--- src/hdl/hsce_regs.svh ---
// Purpose: constants of the holdover state and command error block
// Assumes: error codes are carried as 16-bit two's complement
// Notes:   definitions only
`ifndef HSCE_REGS_SVH
`define HSCE_REGS_SVH

// ****************************************************************
// error codes
// ****************************************************************
`define HSCE_CODE_NO_ERROR     16'h0000
`define HSCE_CODE_CMD_GENERIC  16'hff9c
`define HSCE_CODE_BAD_CHAR     16'hff9b
`define HSCE_CODE_SYNTAX       16'hff9a
`define HSCE_CODE_SEPARATOR    16'hff99
`define HSCE_CODE_DATA_TYPE    16'hff98
`define HSCE_CODE_EXTRA_PARAM  16'hff94
`define HSCE_CODE_MISS_PARAM   16'hff93
`define HSCE_CODE_NAME_LONG    16'hff90
`define HSCE_CODE_UNDEF_HDR    16'hff8f
`define HSCE_CODE_NUM_GENERIC  16'hff88
`define HSCE_CODE_NUM_RADIX    16'hff87
`define HSCE_CODE_NUM_EXPONENT 16'hff85
`define HSCE_CODE_NUM_DIGITS   16'hff84
`define HSCE_CODE_NUM_NOT_OK   16'hff80
`define HSCE_CODE_SUFFIX_BAD   16'hff7d
`define HSCE_CODE_SUFFIX_LONG  16'hff7a
`define HSCE_CODE_SUFFIX_NOT   16'hff76

// ****************************************************************
// length limits
// ****************************************************************
`define HSCE_MAX_NAME_LEN      16'h000c
`define HSCE_MAX_SUFFIX_LEN    16'h000c
`define HSCE_MAX_MANTISSA      16'h00ff

`endif

--- src/hdl/hsce_pkg.sv ---
// Purpose: types of the holdover state and command error block
// Assumes: nothing beyond the constants header
// Notes:   imported by no one; use hsce_pkg::name
package hsce_pkg;

  // ****************************************************************
  // operating states
  // ****************************************************************
  typedef enum logic [2:0] {
    ST_POWERUP,
    ST_LOCKED,
    ST_HOLDING,
    ST_WAIT_RECOVER,
    ST_RECOVERING
  } hsce_op_state_t;

  // ****************************************************************
  // parser fault classes
  // ****************************************************************
  typedef enum logic [4:0] {
    FAULT_SYNTAX_GENERIC,
    FAULT_BAD_CHAR,
    FAULT_UNKNOWN_TYPE,
    FAULT_SEPARATOR,
    FAULT_DATA_TYPE,
    FAULT_EXTRA_PARAM,
    FAULT_MISSING_PARAM,
    FAULT_NAME_LEN,
    FAULT_UNDEF_HEADER,
    FAULT_NUM_GENERIC,
    FAULT_NUM_RADIX,
    FAULT_NUM_EXPONENT,
    FAULT_NUM_DIGITS,
    FAULT_NUM_NOT_ALLOWED,
    FAULT_SUFFIX_BAD,
    FAULT_SUFFIX_LEN,
    FAULT_SUFFIX_NOT_ALLOWED
  } hsce_fault_t;

endpackage

--- src/hdl/hsce_top.sv ---
// Purpose: operating-state machine and parser error queue
// Assumes: all inputs come from logic on clk_i; commands are pulses
// Notes:   error queue drops new errors when full and flags it
//
// Overview of operation
// - holdover indicator lit in three holdover states
// - holding left only by recovery command
// - waiting moves to recovering when conditions met
// - recovering locks, or falls back on external loss
// - powerup stays until first lock, then locked, or force, then holding
// - locked indicator lit while locked
// - empty queue reads +0; clear empties queue but keeps a fault raised with it
// - unclassified syntax fault reports -100
// - bad character -101, unknown type -102
// - bad separator reports -103
// - wrong data element type reports -104
// - extra parameter -108, missing parameter -109
// - name over twelve characters reports -112
// - unmatched valid header reports -113
// - numeric faults -120..-129, default -120
// - invalid radix character reports -121
// - mantissa over 255 digits -124, exponent -123
// - numeric value not accepted reports -128
// - malformed or unsuitable suffix reports -131
// - suffix over twelve characters reports -134
// - suffix after numeric not permitting one -138
`timescale 1ns/1ns
`include "hsce_regs.svh"
`default_nettype none

module hsce_top #(
  parameter int DEPTH = 8
) (
  // clock and reset
  input  wire logic                 clk_i,
  input  wire logic                 reset_i,
  // receiver conditions
  input  wire logic                 lock_ok_i,
  input  wire logic                 recover_ok_i,
  input  wire logic                 ext_fail_i,
  // host commands
  input  wire logic                 force_holdover_command_i,
  input  wire logic                 recovery_command_i,
  input  wire logic                 clear_status_i,
  // parser faults
  input  wire logic                 fault_valid_i,
  input  wire hsce_pkg::hsce_fault_t fault_kind_i,
  input  wire logic [15:0]          fault_count_i,
  // error queue read
  input  wire logic                 err_rd_i,
  output var  logic                 err_valid_o,
  output var  logic [15:0]          err_code_o,
  output var  logic                 overflow_o,
  // state and indicators
  output var  hsce_pkg::hsce_op_state_t state_o,
  output var  logic                 holdover_led_o,
  output var  logic                 locked_led_o
);

  // ****************************************************************
  // sizing
  // ****************************************************************
  localparam int PW = (DEPTH > 1) ? $clog2(DEPTH) : 1;
  localparam int CW = $clog2(DEPTH + 1);

  if (DEPTH < 2) begin : g_depth_check
    $error("hsce_top: DEPTH must be at least 2");
  end

  typedef struct packed {
    hsce_pkg::hsce_op_state_t state;
    logic                     holdover_led;
    logic                     locked_led;
    logic [DEPTH-1:0][15:0]   mem;
    logic [PW-1:0]            wr_ptr;
    logic [PW-1:0]            rd_ptr;
    logic [CW-1:0]            count;
    logic                     rd_valid;
    logic [15:0]              rd_code;
    logic                     overflow;
  } hsce_regs_t;

  hsce_regs_t s_reg;
  hsce_regs_t s_next;

  // ****************************************************************
  // helpers
  // ****************************************************************
  function automatic logic [PW-1:0] ptr_inc(input logic [PW-1:0] p);
    ptr_inc = (p == PW'(DEPTH - 1)) ? '0 : PW'(p + 1'b1);
  endfunction

  // returns {error present, code}
  function automatic logic [16:0] classify(
    input hsce_pkg::hsce_fault_t k,
    input logic [15:0]           n
  );
    classify = {1'b1, `HSCE_CODE_CMD_GENERIC};
    case (k)
      hsce_pkg::FAULT_BAD_CHAR: begin
        classify = {1'b1, `HSCE_CODE_BAD_CHAR};
      end
      hsce_pkg::FAULT_UNKNOWN_TYPE: begin
        classify = {1'b1, `HSCE_CODE_SYNTAX};
      end
      hsce_pkg::FAULT_SEPARATOR: begin
        classify = {1'b1, `HSCE_CODE_SEPARATOR};
      end
      hsce_pkg::FAULT_DATA_TYPE: begin
        classify = {1'b1, `HSCE_CODE_DATA_TYPE};
      end
      hsce_pkg::FAULT_EXTRA_PARAM: begin
        classify = {1'b1, `HSCE_CODE_EXTRA_PARAM};
      end
      hsce_pkg::FAULT_MISSING_PARAM: begin
        classify = {1'b1, `HSCE_CODE_MISS_PARAM};
      end
      hsce_pkg::FAULT_NAME_LEN: begin
        classify = {n > `HSCE_MAX_NAME_LEN, `HSCE_CODE_NAME_LONG};
      end
      hsce_pkg::FAULT_UNDEF_HEADER: begin
        classify = {1'b1, `HSCE_CODE_UNDEF_HDR};
      end
      hsce_pkg::FAULT_NUM_GENERIC: begin
        classify = {1'b1, `HSCE_CODE_NUM_GENERIC};
      end
      hsce_pkg::FAULT_NUM_RADIX: begin
        classify = {1'b1, `HSCE_CODE_NUM_RADIX};
      end
      hsce_pkg::FAULT_NUM_EXPONENT: begin
        classify = {1'b1, `HSCE_CODE_NUM_EXPONENT};
      end
      hsce_pkg::FAULT_NUM_DIGITS: begin
        // caller strips leading zeros before counting
        classify = {n > `HSCE_MAX_MANTISSA, `HSCE_CODE_NUM_DIGITS};
      end
      hsce_pkg::FAULT_NUM_NOT_ALLOWED: begin
        classify = {1'b1, `HSCE_CODE_NUM_NOT_OK};
      end
      hsce_pkg::FAULT_SUFFIX_BAD: begin
        classify = {1'b1, `HSCE_CODE_SUFFIX_BAD};
      end
      hsce_pkg::FAULT_SUFFIX_LEN: begin
        classify = {n > `HSCE_MAX_SUFFIX_LEN, `HSCE_CODE_SUFFIX_LONG};
      end
      hsce_pkg::FAULT_SUFFIX_NOT_ALLOWED: begin
        classify = {1'b1, `HSCE_CODE_SUFFIX_NOT};
      end
      default: begin
        classify = {1'b1, `HSCE_CODE_CMD_GENERIC};
      end
    endcase
  endfunction

  // ****************************************************************
  // next state
  // ****************************************************************
  logic [16:0] cls;
  logic        push;
  logic        pop;
  logic        room;
  logic        push_ok;

  always_comb begin
    s_next = s_reg;
    cls = classify(fault_kind_i, fault_count_i);
    push = fault_valid_i && cls[16];
    pop = err_rd_i && (s_reg.count != '0) && !clear_status_i;
    room = (s_reg.count != CW'(DEPTH)) || pop;
    push_ok = push && room;
    s_next.rd_valid = 1'b0;
    case (s_reg.state)
      hsce_pkg::ST_POWERUP: begin
        if (force_holdover_command_i) begin
          s_next.state = hsce_pkg::ST_HOLDING;
        end else if (lock_ok_i) begin
          s_next.state = hsce_pkg::ST_LOCKED;
        end
      end
      hsce_pkg::ST_LOCKED: begin
        if (force_holdover_command_i) begin
          s_next.state = hsce_pkg::ST_HOLDING;
        end else if (ext_fail_i) begin
          s_next.state = hsce_pkg::ST_WAIT_RECOVER;
        end
      end
      hsce_pkg::ST_HOLDING: begin
        // no condition input can leave this state
        if (recovery_command_i) begin
          s_next.state = hsce_pkg::ST_WAIT_RECOVER;
        end
      end
      hsce_pkg::ST_WAIT_RECOVER: begin
        if (recover_ok_i) begin
          s_next.state = hsce_pkg::ST_RECOVERING;
        end
      end
      hsce_pkg::ST_RECOVERING: begin
        // loss beats lock: a lock seen with lost tracking is not trusted
        if (force_holdover_command_i) begin
          s_next.state = hsce_pkg::ST_HOLDING;
        end else if (ext_fail_i) begin
          s_next.state = hsce_pkg::ST_WAIT_RECOVER;
        end else if (lock_ok_i) begin
          s_next.state = hsce_pkg::ST_LOCKED;
        end
      end
      default: begin
        s_next.state = hsce_pkg::ST_POWERUP;
      end
    endcase
    s_next.holdover_led = (s_next.state == hsce_pkg::ST_HOLDING) ||
                          (s_next.state == hsce_pkg::ST_WAIT_RECOVER) ||
                          (s_next.state == hsce_pkg::ST_RECOVERING);
    s_next.locked_led = (s_next.state == hsce_pkg::ST_LOCKED);
    if (err_rd_i) begin
      s_next.rd_valid = 1'b1;
      s_next.rd_code = pop ? s_reg.mem[s_reg.rd_ptr]
                           : `HSCE_CODE_NO_ERROR;
    end
    if (clear_status_i) begin
      // an error raised in the clearing cycle survives the clear
      s_next.count = '0;
      s_next.rd_ptr = '0;
      s_next.wr_ptr = '0;
      s_next.overflow = 1'b0;
      if (push) begin
        s_next.mem[0] = cls[15:0];
        s_next.wr_ptr = PW'(1);
        s_next.count = CW'(1);
      end
    end else begin
      if (pop) begin
        s_next.rd_ptr = ptr_inc(s_reg.rd_ptr);
      end
      if (push_ok) begin
        s_next.mem[s_reg.wr_ptr] = cls[15:0];
        s_next.wr_ptr = ptr_inc(s_reg.wr_ptr);
      end
      if (push && !room) begin
        s_next.overflow = 1'b1;
      end
      s_next.count = CW'(s_reg.count + CW'(push_ok) - CW'(pop));
    end
  end
  always_ff @(posedge clk_i or posedge reset_i) begin
    if (reset_i) begin
      s_reg <= '0;
    end else begin
      s_reg <= s_next;
    end
  end
  assign state_o        = s_reg.state;
  assign holdover_led_o = s_reg.holdover_led;
  assign locked_led_o   = s_reg.locked_led;
  assign err_valid_o    = s_reg.rd_valid;
  assign err_code_o     = s_reg.rd_code;
  assign overflow_o     = s_reg.overflow;

  logic first_push;
  assign first_push = fault_valid_i && (s_reg.count == '0) &&
                      !clear_status_i;
endmodule

`default_nettype wire

--- config.mk ---
export PLATFORM = sky130hd
export DESIGN_NAME = hsce_top
export DESIGN_NICKNAME = d
export VERILOG_FILES = /design/src/hdl/hsce_pkg.sv /design/src/hdl/hsce_top.sv
export VERILOG_INCLUDE_DIRS = /design/src /design/src/hdl
export SDC_FILE = /design/constraint.sdc
export NUM_CORES = 1
export LEC_CHECK = 0
export BUFFER_PORTS_ARGS = -buffer_cell sky130_fd_sc_hd__buf_2
export CAP_MARGIN = 20
export CORE_MARGIN = 2
export CORE_UTILIZATION = 58
export DETAILED_ROUTE_END_ITERATION = 10
export GPL_ROUTABILITY_DRIVEN = 0
export PLACE_DENSITY = 0.79
export SLEW_MARGIN = 20
export SYNTH_ARGS = -nofsm -noshare
export SYNTH_HDL_FRONTEND = slang
export SYNTH_SLANG_ARGS = --single-unit
--- constraint.sdc ---
create_clock -name clk_i -period 5.5 [get_ports clk_i]
set_input_delay 0 -clock clk_i [delete_from_list [all_inputs] [get_ports clk_i]]
set_output_delay 0 -clock clk_i [all_outputs]
set_load 0.05 [all_outputs]
* Yosys cells after proc, flatten, opt, wreduce, memory -nomap -nowiden
Index checks and enable logic that the tools add are counted.
** Word-level totals
- Input port bits :: 31
- Output and inout port bits :: 23
- Word-level logic and storage cells :: 99
- Memories kept :: 0
- Latch bits :: 0
- RAM bits :: 0
- Register bits :: 161
- Memory bits (read-only) :: 0
** Cells by class
- Shifts and indexed selects :: 0
- Divide/modulo/power cells :: 0
- Bitwise operators :: 1
- Reductions and logical operators :: 18
- Multiplexer cells :: 26
- Order comparisons :: 5
- Equality and inequality tests :: 28
- Add/subtract/negate cells :: 4
- $mul :: 0
** Operator list (count)
- 17-bit one-hot mux with 16 select lines :: 1
- 128-bit bitwise mux :: 1
- 16-bit binary-select mux with 3-bit select :: 1
- 16-bit demux with 3-bit select :: 1
- 16-bit 2-to-1 mux :: 3
- 5-bit by 4-bit equality test with 1-bit output (second input constant) :: 8
- 19-bit 2-to-1 mux :: 2
- 3-bit 2-to-1 mux :: 11
- 26-bit 2-to-1 mux :: 1
- 5-bit by 3-bit equality test with 1-bit output (second input constant) :: 4
- 17-bit 2-to-1 mux :: 1
- 16-bit by 4-bit > comparator with 1-bit output (second input constant) :: 1
- 16-bit by 8-bit > comparator with 1-bit output (second input constant) :: 1
- 3-bit one-hot mux with 5 select lines :: 1
- 3-bit by 2-bit equality test with 1-bit output (second input constant) :: 4
- 3-bit equality test (second input constant) :: 4
- 5-bit by 2-bit equality test with 1-bit output (second input constant) :: 2
- 3-bit by 4-bit less-than comparator with 1-bit output (second input constant) :: 2
- 3-bit by 1-bit adder with 3-bit output (second input constant) :: 2
- 3-bit by 1-bit equality test with 1-bit output (second input constant) :: 2
- 1-bit logical AND :: 6
- 2-bit nonzero test :: 3
- 5-bit by 1-bit equality test with 1-bit output (second input constant) :: 1
- 5-bit equality test (second input constant) :: 1
- 12 further kinds :: 18

* Logic depth before layout (Yosys ltp)
- Depth in word-level cells :: 8
- Mapped depth :: 14
- Depth with buffers taken out :: 13

* Least setup slack after synthesis
OpenSTA, ideal clock, no wires.
- Kind :: register -> register
- Start :: register s_reg[20] (netlist name)
- End :: register s_reg[20] (netlist name)
- Arrival :: 2.410 ns
- Path buffers :: 1
- Period minus slack after synthesis :: 2.542 ns
- Cell stages (with the launch flop) :: 13
- Setup slack :: 2.958 ns
- Library setup time :: 0.133 ns
- Required time :: 5.367 ns
- Cell sequence :: dfrtp_1 > inv_1 > ha_1 > o311ai_4 > o2111a_1 > buf_6 > inv_2 > ha_1 > inv_1 > ha_1 > fa_1 > xnor2_1 > nor2_1
** RTL lines
- start: declaration :: line hsce_top.sv:83 : hsce_regs_t s_reg;
- start signal: assignment :: line hsce_top.sv:250 : s_reg <= s_next;

==> impl_metrics.toml <==
[status]
run_status = "finished clean"

[cells_and_area]
number_of_flip_flops_under_the_largest_register_name = 74
antenna_cells = 0
drive_gt1_frac = 0.414
synth_to_layout_area_growth_pct = 9.66
nNetsFinal = 429

[timing]
finalCriticalPeriod_ns = 3.08
final-hold-violation-count = 0
setup_viol = 0
timing.slew.headroom = 0.329
tns_ns = 0
final_max_slew_viol_count = 0
finalCritPeriodShare = 0.560
fin_skew_ns = 0.00662
rsz0062_at_grt = "no"
post-route-worst-setup-slack_ns = 2.42
tightestPinTransition_ns = 1.01
timing.fmax_mhz = 324

[drt]
drc = 0
antenna_violating_nets_post_route = 0
drt_first_pass_iters = 5
postRouteWirelength_um = 8600
detailedRoute.firstIterationViolations = 135
vias = 2897
detail_route.wl_per_cell_um = 17.4
via_per_inst = 5.88

[pwr]
share_clk_of_total_power = 0.212
pwr_density_cell_mw_per_mm2 = 417
vdd_ir_drop_max_mv = 0.264
power.net_switching_mw = 0.761
internal_power_mw = 1.35
power.share.sequential = 0.452
p_sw_frac = 0.361
leakagePower_nw = 2.32
pwr-share-comb = 0.337

[logic_synthesis]
ys.warnings.count = 0
netlist_top_cells_count = "sky130_fd_sc_hd__dfrtp_1 (89), sky130_fd_sc_hd__mux2_2 (49), sky130_fd_sc_hd__buf_4 (19)"
postSynth.asyncResetShare = 1.00
postSynthCellCount = 350
synth-adder-area-share = 0.0315
yosys.cell_count.top_type = "sky130_fd_sc_hd__dfrtp_1"
post_synth.cell_area_avg_um2 = 13.2
syn_nets = 392
number_of_flops_mapped_to_enable_cells_by_yosys = 0
netlist.top_cell.by_area = "sky130_fd_sc_hd__dfrtp_1"
synth_compound_gate_area_share = 0.0684
post_synth_instance_area_mm2 = 0.00461
seq_area_frac_synth = 0.483
yosys.cell_types.count = 55
synth_top_family_by_area = "multiplexers"
synth_seq_cells = 89
synth_simple_gate_area_frac = 0.106
ys_dominant_reg_cell = "sky130_fd_sc_hd__dfrtp_1"
yosys-mux-area-fraction = 0.244
yosys.area_share.xor_xnor = 0.00570
netlist_top_cells_area = "sky130_fd_sc_hd__dfrtp_1 (48%), sky130_fd_sc_hd__mux2_2 (12%), sky130_fd_sc_hd__mux4_2 (7.8%), sky130_fd_sc_hd__buf_4 (3.1%), sky130_fd_sc_hd__ha_1 (2.7%)"
synth.top_cell.area_share = 0.483

[floorplan]
coreArea_mm2 = 0.00773
die-height_um = 93.2
chipWidth_um = 93.2
io_pins = 54
initial_utilization = 0.597
dieArea_mm2 = 0.00868
std_cell_rows = 32

[placement]
place_hpwl_um = 5680
io_buffer_count = 53
pre_cts_ws_ns = 2.42

[hold_path]
timing.hold.worst.class = "input pin to flip-flop"

[global_route]
grt_overflow_total = 0
grt_start_max_net_pins = 90
grt_pass1_wl_um = 14300
grt_antenna_before_repair = 0
grt_use_total = 0.218
via_count_of_the_first_global_routing_pass = 2906

[critical_path]
startpoint_type = "flip-flop"
critical_path.max_fanout = 9
worst_setup_path_category = "flip-flop to flip-flop"
endpoint_kind = "flip-flop"
regToRegSetupSlack_ns = 2.42
timing.critical_path.required_ns = 5.74
worstPathArrival_ns = 3.32

[clocking]
clock_tree.htree_level_count = 3
post_cts_resized = 0
cts_root_buf = "sky130_fd_sc_hd__clkbuf_8"
numCtsBuffers = 9
clock_insertion_delay_worst_skew_ns = 0.36
maximum_root_to_sink_buffer_count = 2
cts_setup_buffers = 0
cts.sinks = 89
tritoncts_clock_tree = "yes"
clkTransAtPathRegs_ns = 0.09

[run]
maxCapViolations = 0
## cell usage in the layout (no fill, tap or decap), types with 4 or more instances in the layout
master,n
sky130_fd_sc_hd__inv_1,11
sky130_fd_sc_hd__dfrtp_1,89
sky130_fd_sc_hd__buf_2,53
sky130_fd_sc_hd__mux2_4,7
sky130_fd_sc_hd__o2bb2ai_1,8
sky130_fd_sc_hd__mux2i_1,11
sky130_fd_sc_hd__nand3_1,5
sky130_fd_sc_hd__clkbuf_8,9
sky130_fd_sc_hd__nor2_1,11
sky130_fd_sc_hd__ha_1,10
sky130_fd_sc_hd__nor4_1,4
sky130_fd_sc_hd__o21ai_0,7
sky130_fd_sc_hd__nand2b_1,6
sky130_fd_sc_hd__nand2_1,15
sky130_fd_sc_hd__mux2_2,49
sky130_fd_sc_hd__dlygate4sd3_1,8
sky130_fd_sc_hd__a21oi_1,12
sky130_fd_sc_hd__mux4_2,16
sky130_fd_sc_hd__or2_2,6
## power groups by stage
stage               clock [mW]  sequential [mW]  combinational [mW]
detailed placement           0            0.964               0.696
CTS                      0.457            0.951               0.715
floorplan                    0            0.925               0.630
finish                   0.446            0.953               0.710
global route             0.479            0.978               0.772
global placement             0            0.953               0.672
## final timing paths
path | start | end | cells past startpoint
worst max-delay path | s_reg[20] | s_reg[20] | 11
worst min-delay path | clear_status_i | s_reg[20] | 2
worst max register to register | s_reg[20] | s_reg[20] | 11
worst min register to register | s_reg[138] | s_reg[138] | 1
max in group asynchronous | reset_i | s_reg[58] | 4
min in group asynchronous | reset_i | s_reg[76] | 4
## cell families after synthesis
family,after synthesis
flip-flops,89
AO/OA/AOI/OAI,43
XOR/XNOR,3
AND/OR/NAND/NOR,71
multiplexers,83
adder cells (fa/ha/maj),11
buffers and inverters,50
## metal layers
metal,global-route usage,part of all wire,vias to the layer above
met2,0.354,0.50,71
met3,0.0427,0.037,16
met4,0.0895,0.020,0
li1,-,-,1327
met1,0.289,0.45,1483
met5,0,0,-
## through the flow
step           std cells  power, mW  utilization  hold slack (ns)  cell area, um2
6_report             493       2.11        0.654           0.0226            5060
3_5_place_dp         470       1.66        0.619            0.183            4780
3_3_place_gp         470       1.63        0.619            0.168            4780
4_1_cts              492       2.12        0.653          0.00668            5040
5_1_grt              493       2.23        0.654           0.0418            5060
2_1_floorplan        350       1.55            -           0.0314            4610
## critical path, stage by stage, from the launching register on
cell and delay (ns):
sky130_fd_sc_hd__dfrtp_1 0.33, sky130_fd_sc_hd__inv_1 0.06, sky130_fd_sc_hd__ha_1 0.24, sky130_fd_sc_hd__o311ai_4 0.32, sky130_fd_sc_hd__o2111a_1 0.63, sky130_fd_sc_hd__inv_2 0.23, sky130_fd_sc_hd__ha_1 0.33, sky130_fd_sc_hd__inv_1 0.04
sky130_fd_sc_hd__ha_1 0.20, sky130_fd_sc_hd__fa_1 0.38, sky130_fd_sc_hd__xnor2_1 0.16, sky130_fd_sc_hd__nor2_1 0.05
## cell type report
| type | instances | area (um2) |
|---|---|---|
| inverters | 14 | 53.8 |
| repair buffers | 62 | 357 |
| clock inverters | 6 | 67.6 |
| flip-flops and latches | 89 | 2230 |
| well taps | 102 | 128 |
| multi-input cells | 211 | 2100 |
| clock buffers | 9 | 124 |
| fillers | 560 | 2670 |
## repair_timing
action / CTS / global route
endpoints found under the hold margin: 6 / 89
hold buffers: 7 / 1
setup endpoints to repair: 0 / 0
Power figures use the tool's default switching activity.
